===== src/hdl/btb_pkg.sv =====
// Constants shared by the beam parameter bank and its helpers.
package btb_pkg;

  // ==========================================================================
  // Geometry
  // ==========================================================================
  localparam int NUM_BEAMS = 512;
  localparam int MASK_WORDS = 16;
  localparam int BEAM_IDX_W = 9;
  localparam int WIDE_W = 10;

  // ==========================================================================
  // Parameter indices
  // ==========================================================================
  localparam logic [7:0] IDX_TEACH_START = 8'h40;
  localparam logic [7:0] IDX_TEACH_OUTCOME = 8'h41;
  localparam logic [7:0] IDX_TEACH_NEEDED = 8'h42;
  localparam logic [7:0] IDX_TEACH_WITH_EXCL = 8'h43;
  localparam logic [7:0] IDX_EXCL_INTERRUPTED = 8'h44;
  localparam logic [7:0] IDX_EXCL_CLEAR = 8'h45;
  localparam logic [7:0] IDX_MASK_FIRST = 8'h46;
  localparam logic [7:0] IDX_MASK_LAST = 8'h55;

  // ==========================================================================
  // Teach outcome bit positions
  // ==========================================================================
  localparam int OUT_GENERAL_ERR = 0;
  localparam int OUT_PARALLEL_ERR = 1;
  localparam int OUT_SIG_LOW_WARN = 2;
  localparam int OUT_SIG_HIGH_WARN = 3;
  localparam int OUT_CROSS_ERR = 4;
  localparam int OUT_FAST_SCAN_WARN = 5;
  localparam int OUT_BLANK_ERR = 6;
  localparam int OUT_AUTO_TEACH_WARN = 7;

  // ==========================================================================
  // Reset values
  // ==========================================================================
  localparam logic RST_CTRL_BIT = 1'b0;
  localparam logic RST_TEACH_NEEDED = 1'b1;
  localparam logic [7:0] RST_OUTCOME = 8'h00;
  localparam logic [7:0] RST_VALUE8 = 8'h00;
  localparam logic [NUM_BEAMS-1:0] RST_MASK = {NUM_BEAMS{1'b1}};

  typedef enum logic [0:0] {TEACH_IDLE, TEACH_RUN} btb_teach_state_t;

endpackage


===== src/hdl/btb_bank.sv =====
// Beam parameter bank: cyclic beam functions, acyclic teach and blanking parameters.
module btb_bank
  import btb_pkg::*;
(
  // Clock and reset
  input wire logic clock,
  input wire logic rst_b,
  // Beam states from the optical front end, same clock
  input wire logic [NUM_BEAMS-1:0] beam_blocked,
  // Acyclic request
  input wire logic req_valid,
  input wire logic req_write,
  input wire logic [7:0] req_index,
  input wire logic [31:0] req_wdata,
  // Acyclic response
  output logic resp_valid,
  output logic resp_error,
  output logic [31:0] resp_rdata,
  // Teach-in link to the front end
  output logic fe_teach_start,
  input wire logic fe_teach_done,
  input wire logic [7:0] fe_teach_status,
  input wire logic fe_teach_needed_evt,
  output logic teach_busy,
  // Cyclic beam-function values
  output logic [7:0] interrupted_beam_count,
  output logic [7:0] clear_beam_count,
  output logic [7:0] first_interrupted_beam,
  output logic [7:0] first_clear_beam,
  output logic [7:0] last_interrupted_beam,
  output logic [7:0] last_clear_beam,
  output logic [7:0] consecutive_interrupted_count,
  output logic [7:0] consecutive_clear_count,
  output logic [7:0] central_interrupted_beam,
  output logic [7:0] central_clear_beam,
  output logic [7:0] object_outer_size,
  output logic [7:0] object_inner_size,
  output logic values_updated
);

  // ==========================================================================
  // Decoding helpers
  // ==========================================================================

  // True when an index falls inside the mask word range.
  function automatic logic is_mask_index(input logic [7:0] index);
    is_mask_index = (index >= IDX_MASK_FIRST) && (index <= IDX_MASK_LAST);
  endfunction

  // True when an index names a parameter the master may write.
  function automatic logic is_writable(input logic [7:0] index);
    is_writable = (index == IDX_TEACH_START) || (index == IDX_TEACH_WITH_EXCL) ||
                  (index == IDX_EXCL_INTERRUPTED) || (index == IDX_EXCL_CLEAR);
  endfunction

  // ==========================================================================
  // Parameter state
  // ==========================================================================
  logic teach_start, next_teach_start;
  logic teach_with_exclusion, next_teach_with_exclusion;
  logic exclude_interrupted_beams, next_exclude_interrupted_beams;
  logic exclude_clear_beams, next_exclude_clear_beams;
  logic [NUM_BEAMS-1:0] beam_inclusion_mask, next_beam_inclusion_mask;
  logic next_resp_valid, next_resp_error;
  logic [31:0] next_resp_rdata;

  logic wr, rd, bit_in;
  logic teach_pulse, blank_int_pulse, blank_clr_pulse;
  logic teach_apply;
  logic [7:0] teach_outcome;
  logic teach_needed;
  logic [3:0] word_sel;
  logic [31:0] mask_words [MASK_WORDS];

  // ==========================================================================
  // Mask word view
  // ==========================================================================
  // Word k carries beams 32k+1 .. 32k+32, beam 32k+1 in bit 0.
  genvar gw;
  generate
    for (gw = 0; gw < MASK_WORDS; gw++)
    begin : g_word
      assign mask_words[gw] = beam_inclusion_mask[gw*32 +: 32];
    end
  endgenerate

  // ==========================================================================
  // Request decode
  // ==========================================================================
  always_comb
  begin
    wr = req_valid && req_write;
    rd = req_valid && !req_write;
    bit_in = req_wdata[0];
    word_sel = 4'(req_index - IDX_MASK_FIRST);
    // Triggers fire only when a 1 lands on a parameter that holds 0.
    teach_pulse = wr && (req_index == IDX_TEACH_START) && bit_in && !teach_start;
    blank_int_pulse = wr && (req_index == IDX_EXCL_INTERRUPTED) && bit_in && !exclude_interrupted_beams;
    blank_clr_pulse = wr && (req_index == IDX_EXCL_CLEAR) && bit_in && !exclude_clear_beams;
  end

  // ==========================================================================
  // Writable parameters
  // ==========================================================================
  always_comb
  begin
    next_teach_start = teach_start;
    next_teach_with_exclusion = teach_with_exclusion;
    next_exclude_interrupted_beams = exclude_interrupted_beams;
    next_exclude_clear_beams = exclude_clear_beams;
    if (wr)
    begin
      case (req_index)
        IDX_TEACH_START: next_teach_start = bit_in;
        IDX_TEACH_WITH_EXCL: next_teach_with_exclusion = bit_in;
        IDX_EXCL_INTERRUPTED: next_exclude_interrupted_beams = bit_in;
        IDX_EXCL_CLEAR: next_exclude_clear_beams = bit_in;
        default: next_teach_start = teach_start;
      endcase
    end
  end

  // ==========================================================================
  // Beam inclusion mask
  // ==========================================================================
  // A blanking command replaces the whole mask from the live beam states, so
  // blanking interrupted beams with an empty detection area includes every beam again. A
  // command in the cycle a teach finishes takes precedence.
  always_comb
  begin
    next_beam_inclusion_mask = beam_inclusion_mask;
    if (teach_apply)
    begin
      next_beam_inclusion_mask = ~beam_blocked;
    end
    if (blank_int_pulse)
    begin
      next_beam_inclusion_mask = ~beam_blocked;
    end
    else if (blank_clr_pulse)
    begin
      next_beam_inclusion_mask = beam_blocked;
    end
  end

  // ==========================================================================
  // Response
  // ==========================================================================
  always_comb
  begin
    next_resp_valid = req_valid;
    next_resp_error = 1'b0;
    next_resp_rdata = 32'h0000_0000;
    if (wr && !is_writable(req_index))
    begin
      next_resp_error = 1'b1;
    end
    if (rd)
    begin
      if (is_mask_index(req_index))
      begin
        next_resp_rdata = mask_words[word_sel];
      end
      else
      begin
        case (req_index)
          IDX_TEACH_START: next_resp_rdata = {31'h0, teach_start};
          IDX_TEACH_OUTCOME: next_resp_rdata = {24'h0, teach_outcome};
          IDX_TEACH_NEEDED: next_resp_rdata = {31'h0, teach_needed};
          IDX_TEACH_WITH_EXCL: next_resp_rdata = {31'h0, teach_with_exclusion};
          IDX_EXCL_INTERRUPTED: next_resp_rdata = {31'h0, exclude_interrupted_beams};
          IDX_EXCL_CLEAR: next_resp_rdata = {31'h0, exclude_clear_beams};
          default: next_resp_error = 1'b1;
        endcase
      end
    end
  end

  always_ff @(posedge clock or negedge rst_b)
  begin
    if (!rst_b)
    begin
      teach_start <= RST_CTRL_BIT;
      teach_with_exclusion <= RST_CTRL_BIT;
      exclude_interrupted_beams <= RST_CTRL_BIT;
      exclude_clear_beams <= RST_CTRL_BIT;
      beam_inclusion_mask <= RST_MASK;
      resp_valid <= 1'b0;
      resp_error <= 1'b0;
      resp_rdata <= 32'h0000_0000;
    end
    else
    begin
      teach_start <= next_teach_start;
      teach_with_exclusion <= next_teach_with_exclusion;
      exclude_interrupted_beams <= next_exclude_interrupted_beams;
      exclude_clear_beams <= next_exclude_clear_beams;
      beam_inclusion_mask <= next_beam_inclusion_mask;
      resp_valid <= next_resp_valid;
      resp_error <= next_resp_error;
      resp_rdata <= next_resp_rdata;
    end
  end

  // ==========================================================================
  // Teach-in sequencer
  // ==========================================================================
  btb_teach u_teach (
    .clock(clock),
    .rst_b(rst_b),
    .start_pulse(teach_pulse),
    .with_exclusion(teach_with_exclusion),
    .fe_teach_done(fe_teach_done),
    .fe_teach_status(fe_teach_status),
    .fe_teach_needed_evt(fe_teach_needed_evt),
    .fe_teach_start(fe_teach_start),
    .busy(teach_busy),
    .outcome(teach_outcome),
    .needed(teach_needed),
    .apply_exclusion(teach_apply)
  );

  // ==========================================================================
  // Beam-function scanner
  // ==========================================================================
  btb_scan u_scan (
    .clock(clock),
    .rst_b(rst_b),
    .beam_blocked(beam_blocked),
    .beam_mask(beam_inclusion_mask),
    .interrupted_beam_count(interrupted_beam_count),
    .clear_beam_count(clear_beam_count),
    .first_interrupted_beam(first_interrupted_beam),
    .first_clear_beam(first_clear_beam),
    .last_interrupted_beam(last_interrupted_beam),
    .last_clear_beam(last_clear_beam),
    .consecutive_interrupted_count(consecutive_interrupted_count),
    .consecutive_clear_count(consecutive_clear_count),
    .central_interrupted_beam(central_interrupted_beam),
    .central_clear_beam(central_clear_beam),
    .object_outer_size(object_outer_size),
    .object_inner_size(object_inner_size),
    .scan_done(values_updated)
  );

endmodule


===== src/hdl/btb_scan.sv =====
// Beam scanner: walks all beams and derives the cyclic beam-function values.
module btb_scan
  import btb_pkg::*;
(
  // Clock and reset
  input wire logic clock,
  input wire logic rst_b,
  // Beam state
  input wire logic [NUM_BEAMS-1:0] beam_blocked,
  input wire logic [NUM_BEAMS-1:0] beam_mask,
  // Results
  output logic [7:0] interrupted_beam_count,
  output logic [7:0] clear_beam_count,
  output logic [7:0] first_interrupted_beam,
  output logic [7:0] first_clear_beam,
  output logic [7:0] last_interrupted_beam,
  output logic [7:0] last_clear_beam,
  output logic [7:0] consecutive_interrupted_count,
  output logic [7:0] consecutive_clear_count,
  output logic [7:0] central_interrupted_beam,
  output logic [7:0] central_clear_beam,
  output logic [7:0] object_outer_size,
  output logic [7:0] object_inner_size,
  output logic scan_done
);

  // Values wider than a byte saturate rather than wrap.
  function automatic logic [7:0] sat8(input logic [WIDE_W:0] v);
    sat8 = (v > 11'd255) ? 8'hFF : v[7:0];
  endfunction

  // ==========================================================================
  // Accumulators
  // ==========================================================================
  logic [BEAM_IDX_W-1:0] idx, next_idx;
  logic [WIDE_W-1:0] cnt_b, cnt_m, fst_b, fst_m, lst_b, lst_m;
  logic [WIDE_W-1:0] run_b, run_m, max_b, max_m;
  logic [WIDE_W-1:0] a_cnt_b, a_cnt_m, a_fst_b, a_fst_m, a_lst_b, a_lst_m;
  logic [WIDE_W-1:0] a_run_b, a_run_m, a_max_b, a_max_m;
  logic [WIDE_W-1:0] beam_no;
  logic [WIDE_W:0] span;
  logic [WIDE_W:0] cen_b, cen_m;
  logic last;

  always_comb
  begin
    beam_no = WIDE_W'(idx) + 10'd1;
    last = (idx == BEAM_IDX_W'(NUM_BEAMS - 1));
    next_idx = idx + 9'd1;
    a_cnt_b = cnt_b;
    a_cnt_m = cnt_m;
    a_fst_b = fst_b;
    a_fst_m = fst_m;
    a_lst_b = lst_b;
    a_lst_m = lst_m;
    a_run_b = 10'd0;
    a_run_m = 10'd0;
    a_max_b = max_b;
    a_max_m = max_m;
    if (beam_mask[idx])
    begin
      if (beam_blocked[idx])
      begin
        a_cnt_b = cnt_b + 10'd1;
        a_fst_b = (fst_b == 10'd0) ? beam_no : fst_b;
        a_lst_b = beam_no;
        a_run_b = run_b + 10'd1;
        a_max_b = (a_run_b > max_b) ? a_run_b : max_b;
      end
      else
      begin
        a_cnt_m = cnt_m + 10'd1;
        a_fst_m = (fst_m == 10'd0) ? beam_no : fst_m;
        a_lst_m = beam_no;
        a_run_m = run_m + 10'd1;
        a_max_m = (a_run_m > max_m) ? a_run_m : max_m;
      end
    end
    else
    begin
      // An excluded beam is skipped without breaking a run.
      a_run_b = run_b;
      a_run_m = run_m;
    end
    span = (a_fst_b == 10'd0) ? 11'd0 : ({1'b0, a_lst_b} - {1'b0, a_fst_b} + 11'd1);
    cen_b = ({1'b0, a_fst_b} + {1'b0, a_lst_b}) >> 1;
    cen_m = ({1'b0, a_fst_m} + {1'b0, a_lst_m}) >> 1;
  end

  always_ff @(posedge clock or negedge rst_b)
  begin
    if (!rst_b)
    begin
      idx <= '0;
      {cnt_b, cnt_m, fst_b, fst_m, lst_b, lst_m} <= '0;
      {run_b, run_m, max_b, max_m} <= '0;
      {interrupted_beam_count, clear_beam_count} <= {RST_VALUE8, RST_VALUE8};
      {first_interrupted_beam, first_clear_beam} <= {RST_VALUE8, RST_VALUE8};
      {last_interrupted_beam, last_clear_beam} <= {RST_VALUE8, RST_VALUE8};
      {consecutive_interrupted_count, consecutive_clear_count} <= {RST_VALUE8, RST_VALUE8};
      {central_interrupted_beam, central_clear_beam} <= {RST_VALUE8, RST_VALUE8};
      {object_outer_size, object_inner_size} <= {RST_VALUE8, RST_VALUE8};
      scan_done <= 1'b0;
    end
    else
    begin
      idx <= next_idx;
      scan_done <= last;
      if (last)
      begin
        {cnt_b, cnt_m, fst_b, fst_m, lst_b, lst_m} <= '0;
        {run_b, run_m, max_b, max_m} <= '0;
        interrupted_beam_count <= sat8({1'b0, a_cnt_b});
        clear_beam_count <= sat8({1'b0, a_cnt_m});
        first_interrupted_beam <= sat8({1'b0, a_fst_b});
        first_clear_beam <= sat8({1'b0, a_fst_m});
        last_interrupted_beam <= sat8({1'b0, a_lst_b});
        last_clear_beam <= sat8({1'b0, a_lst_m});
        consecutive_interrupted_count <= sat8({1'b0, a_max_b});
        consecutive_clear_count <= sat8({1'b0, a_max_m});
        central_interrupted_beam <= sat8(cen_b);
        central_clear_beam <= sat8(cen_m);
        object_outer_size <= sat8(span);
        object_inner_size <= sat8(span - {1'b0, a_cnt_b});
      end
      else
      begin
        {cnt_b, cnt_m, fst_b, fst_m, lst_b, lst_m} <= {a_cnt_b, a_cnt_m, a_fst_b, a_fst_m, a_lst_b, a_lst_m};
        {run_b, run_m, max_b, max_m} <= {a_run_b, a_run_m, a_max_b, a_max_m};
      end
    end
  end

endmodule


===== src/hdl/btb_teach.sv =====
// Teach-in sequencer: launches the front end's threshold teach and keeps its outcome.
module btb_teach
  import btb_pkg::*;
(
  // Clock and reset
  input wire logic clock,
  input wire logic rst_b,
  // Control from the parameter bank
  input wire logic start_pulse,
  input wire logic with_exclusion,
  // Front end
  input wire logic fe_teach_done,
  input wire logic [7:0] fe_teach_status,
  input wire logic fe_teach_needed_evt,
  output logic fe_teach_start,
  // Results
  output logic busy,
  output logic [7:0] outcome,
  output logic needed,
  output logic apply_exclusion
);

  btb_teach_state_t state, next_state;
  logic next_start, next_apply, next_needed;
  logic [7:0] next_outcome;

  always_comb
  begin
    next_state = state;
    next_start = 1'b0;
    next_apply = 1'b0;
    next_outcome = outcome;
    next_needed = needed;
    case (state)
      TEACH_IDLE:
      begin
        if (start_pulse)
        begin
          next_start = 1'b1;
          next_state = TEACH_RUN;
        end
      end
      TEACH_RUN:
      begin
        if (fe_teach_done)
        begin
          next_outcome = fe_teach_status;
          next_apply = with_exclusion;
          next_needed = fe_teach_status[OUT_GENERAL_ERR];
          next_state = TEACH_IDLE;
        end
      end
      default:
      begin
        next_state = TEACH_IDLE;
      end
    endcase
    // A fresh need raised in the finishing cycle still wins.
    if (fe_teach_needed_evt)
    begin
      next_needed = 1'b1;
    end
  end

  assign busy = (state == TEACH_RUN);

  always_ff @(posedge clock or negedge rst_b)
  begin
    if (!rst_b)
    begin
      state <= TEACH_IDLE;
      fe_teach_start <= 1'b0;
      apply_exclusion <= 1'b0;
      outcome <= RST_OUTCOME;
      needed <= RST_TEACH_NEEDED;
    end
    else
    begin
      state <= next_state;
      fe_teach_start <= next_start;
      apply_exclusion <= next_apply;
      outcome <= next_outcome;
      needed <= next_needed;
    end
  end

endmodule


===== config.mk =====
export PLATFORM = sky130hd
export DESIGN_NAME = btb_bank
export DESIGN_NICKNAME = d
export VERILOG_FILES = /design/src/hdl/btb_pkg.sv /design/src/hdl/btb_bank.sv /design/src/hdl/btb_scan.sv /design/src/hdl/btb_teach.sv
export SDC_FILE = /design/constraint.sdc
export NUM_CORES = 2
export LEC_CHECK = 0
export BUFFER_PORTS_ARGS = -buffer_cell sky130_fd_sc_hd__buf_2
export CAP_MARGIN = 20
export CORE_ASPECT_RATIO = 0.8
export CORE_MARGIN = 3
export CORE_UTILIZATION = 25
export CTS_CLUSTER_SIZE = 8
export DETAILED_ROUTE_END_ITERATION = 8
export SLEW_MARGIN = 20
export SYNTH_ARGS = -nofsm -noshare
export SYNTH_HDL_FRONTEND = slang
export SYNTH_SLANG_ARGS = --single-unit

===== constraint.sdc =====
create_clock -name clock -period 15.55 [get_ports clock]
set_clock_uncertainty 0.05 [all_clocks]
set_input_delay 2.3325 -clock clock [delete_from_list [all_inputs] [get_ports clock]]
set_output_delay 2.3325 -clock clock [all_outputs]
set_load 0.01 [all_outputs]

==> flow_summary_export.csv <==
group,metric,value,unit
sta,tns,0,ns
worst_setup_path,reg2reg_to,"u_scan.object_inner_size[4]$_DFFE_PN0P_",
worst_setup_path,worst_ep_required_time,16.09,ns
floorplanning,core_area,0.194,mm²
detailed_routing,first_pass_iters,8,
placed_design,placed_area,0.0546,mm²
layout,drive_gt1_frac,0.362,
status,status,"completed",
global_routing,met2_usage,0.322,
cts,cts_tree,"built",
sta,relSlewSlack,0.117,
hold_path,hp-start,"u_teach.outcome[3]$_DFFE_PN0P_",
detailed_routing,vias_per_cell,5.72,
detailed_routing,routed_wirelength,235000,µm
placed_design,placed_cells,7418,
global_routing,antenna_found_initial,306,
worst_setup_path,ff2ff_setup_slack,4.67,ns
yosys,ys_warn_count,0,
worst_setup_path,endpoint_kind,"flip-flop",
layout,largest-register,"beam_inclusion_mask",
yosys,syn-cell-area,0.0492,mm²
yosys,async_flop_share,1.00,
hold_path,hp-class,"flip-flop to flip-flop",
yosys,synth_cell_types,98,
cts,post_cts_resize_count,0,
placed_design,place_ws,4.80,ns
layout,nNetsFinal,5616,
yosys,yosys-top-cells-area,"dfstp_2 (27%), mux4_2 (16%), dfrtp_1 (13%)",
sta,slew_viol_final,0,
global_routing,track_usage,0.224,
hold_path,hold_end,"resp_rdata[3]$_DFF_PN0_",
yosys,ys.flop_type,"dfstp_2",
layout,area_growth,18.2,%
global_routing,use_met3,0.0942,
worst_setup_path,critPathMaxStageDelay,0.82,ns
sta,fin_crit_sh,0.700,
worst_setup_path,cp_max_fo,58,
cts,worstSkewPairLatency,0.78,ns
yosys,synth_seq_cells,768,
worst_setup_path,worstSetupPathType,"flip-flop to flip-flop",
global_routing,grt_start_max_net_pins,253,
sta,worstMarginPinSlew,1.32,ns
sta,holdWs,0.434,ns
sta,period_needed,10.88,ns
global_routing,grt_pass1_wl,324000,µm
cts,htreeDepth,3,
detailed_routing,dr_total_vias,44370,
cts,clockBufferDepth,3,
layout,reg_top3,"beam_inclusion_mask (512), resp_rdata (32)",
worst_setup_path,startpoint_type,"flip-flop",
pwr,leakage,23.6,nW
detailed_routing,routedWlPerCell,30.3,µm
yosys,syn_inst,4576,
floorplanning,fp.dieArea,0.202,mm²
yosys,synth_top_cell_area_share,0.274,
run,cap_violations,0,
floorplanning,placementRows,144,
worst_setup_path,reg2reg_from,"u_scan.idx[2]$_DFF_PN0_",
sta,rsz0062_at_grt,"no",
global_routing,grt-busiest-layer,"met2",
detailed_routing,initialDrtViolationCount,5574,
cts,hold_buffers,0,
cts,clk_pin_slew_worst_paths,0.06,ns
cts,numCtsBuffers,109,
placed_design,hpwl,176000,µm
sta,setup_viol,0,
cts,cts.sinks,768,
floorplanning,boundaryPins,699,
detailed_routing,drtAntennaViolNets,0,
global_routing,grtUsageMet1,0.274,
global_routing,grt_overflow,0,
yosys,yosysSeqAreaShare,0.404,
worst_setup_path,crit_arrival,11.42,ns
pwr,ir_worst_vdd,88.8,µV
sta,fmax,91.9,MHz
worst_setup_path,cp_slowest_cell,"nor2_1",
yosys,synth-edff-count,0,
pwr,p_per_area,102,mW/mm²
cts,cts_root_buffer,"clkbuf_16",
yosys,yosys.area.top_type,"dfstp_2",
placed_design,gp_congestion,0.945,
sta,fin_ws,4.67,ns
floorplanning,die_y,403,µm
layout,stdcell_area,0.0582,mm²
placed_design,port_buffers,667,
sta,hold_viol,0,
yosys,avgSynthCellArea,10.8,µm²
detailed_routing,post-route-drc-count,0,
floorplanning,start_util,0.254,
global_routing,grt_pass1_vias,41810,
cts,post_cts_buffers,0,
layout,finalNonFillerCells,7754,
yosys,syn_nets,5218,
worst_setup_path,reg2reg_depth,34,
floorplanning,die_w,502,µm
hold_path,worstHoldPathCells,2,
layout,largest_reg_flops,512,
-- synth_stat cells (64+ instances only) --
cell      count
inv_1       118
nand2_1     130
ha_1         72
mux2i_1     141
a21oi_1     137
dfrtp_1     255
buf_1        69
o21a_1      532
a31oi_1     547
dfstp_2     513
mux4_2      359
o21ai_0      64
nor2_1      227
clkbuf_1    330
nor3_1      531
-- kinds of logic after synthesis --
kind of cell / Yosys count / share of synthesized area
buffers and inverters: 581 / 0.0502
DFF: 768 / 0.404
and+or+nand+nor: 1063 / 0.104
AOI/OAI and AO/OA: 1478 / 0.203
xor gates and xnor gates: 72 / 0.0130
muxes: 538 / 0.206
adders and majority gates: 76 / 0.0199
-- stage by stage --
step | power (mW) | utilization
after floorplan | 3.16 | -
after global placement | 3.60 | 0.281
after detailed placement | 3.63 | 0.281
after CTS | 5.97 | 0.298
after global routing | 6.20 | 0.299
final | 5.94 | 0.300
-- worst max-delay path, delay by kind of cell, from the launching register on --
family	cells	cell delay, ns
and+or+nand+nor	13	4.11
buffers and inverters	3	1.21
AOI/OAI and AO/OA	13	2.93
xor gates and xnor gates	1	0.21
adders and majority gates	4	1.34
DFF	1	0.78
-- routing by layer --
layer	vias up	routed length (µm)
li1	18744	-
met1	22261	88000
met2	2538	99900
met3	713	29900
met4	114	16400
met5	-	738
-- power breakdown --
group | total [mW] | internal [mW] | switching (mW)
combinational | 1.33 | 0.577 | 0.755
clock | 2.31 | 1.32 | 0.994
sequential | 2.29 | 2.17 | 0.120
total | 5.94 | 4.07 | 1.87
-- layout by cell type (no fill, tap or decap), drive strengths merged, types with 160 or more instances in the layout --
cell,netlist,routed
nor3,535,535
clkbuf,330,160
diode,0,166
buf,132,748
mux4,372,372
dfrtp,255,255
dfstp,513,513
nor2,229,229
a31oi,549,549
o21a,532,532
-- worst max-delay path by stage --
stage | start | endpoint | slack, ns | cells after the start
floorplan | beam_blocked[415] | u_scan.object_inner_size[2]$_DFFE_PN0P_ | 7.36 | 33
global placement | beam_blocked[495] | u_scan.object_inner_size[0]$_DFFE_PN0P_ | 4.82 | 34
detailed placement | beam_blocked[495] | u_scan.object_inner_size[2]$_DFFE_PN0P_ | 4.80 | 34
CTS | u_scan.idx[2]$_DFF_PN0_ | u_scan.object_inner_size[4]$_DFFE_PN0P_ | 4.81 | 34
global route | u_scan.idx[0]$_DFF_PN0_ | u_scan.object_inner_size[2]$_DFFE_PN0P_ | 4.03 | 34
finish | u_scan.idx[2]$_DFF_PN0_ | u_scan.object_inner_size[4]$_DFFE_PN0P_ | 4.67 | 34
-- layout make-up --
type,instances,area [µm²]
antenna,166,415
clock buffer,159,2960
clock inverter,11,213
fill,19935,136000
inverter,119,448
multi-input combinational,3227,27000
sequential,768,19900
tap,2555,3200
timing repair buffer,749,4090
(Power assumes the default switching activity.)
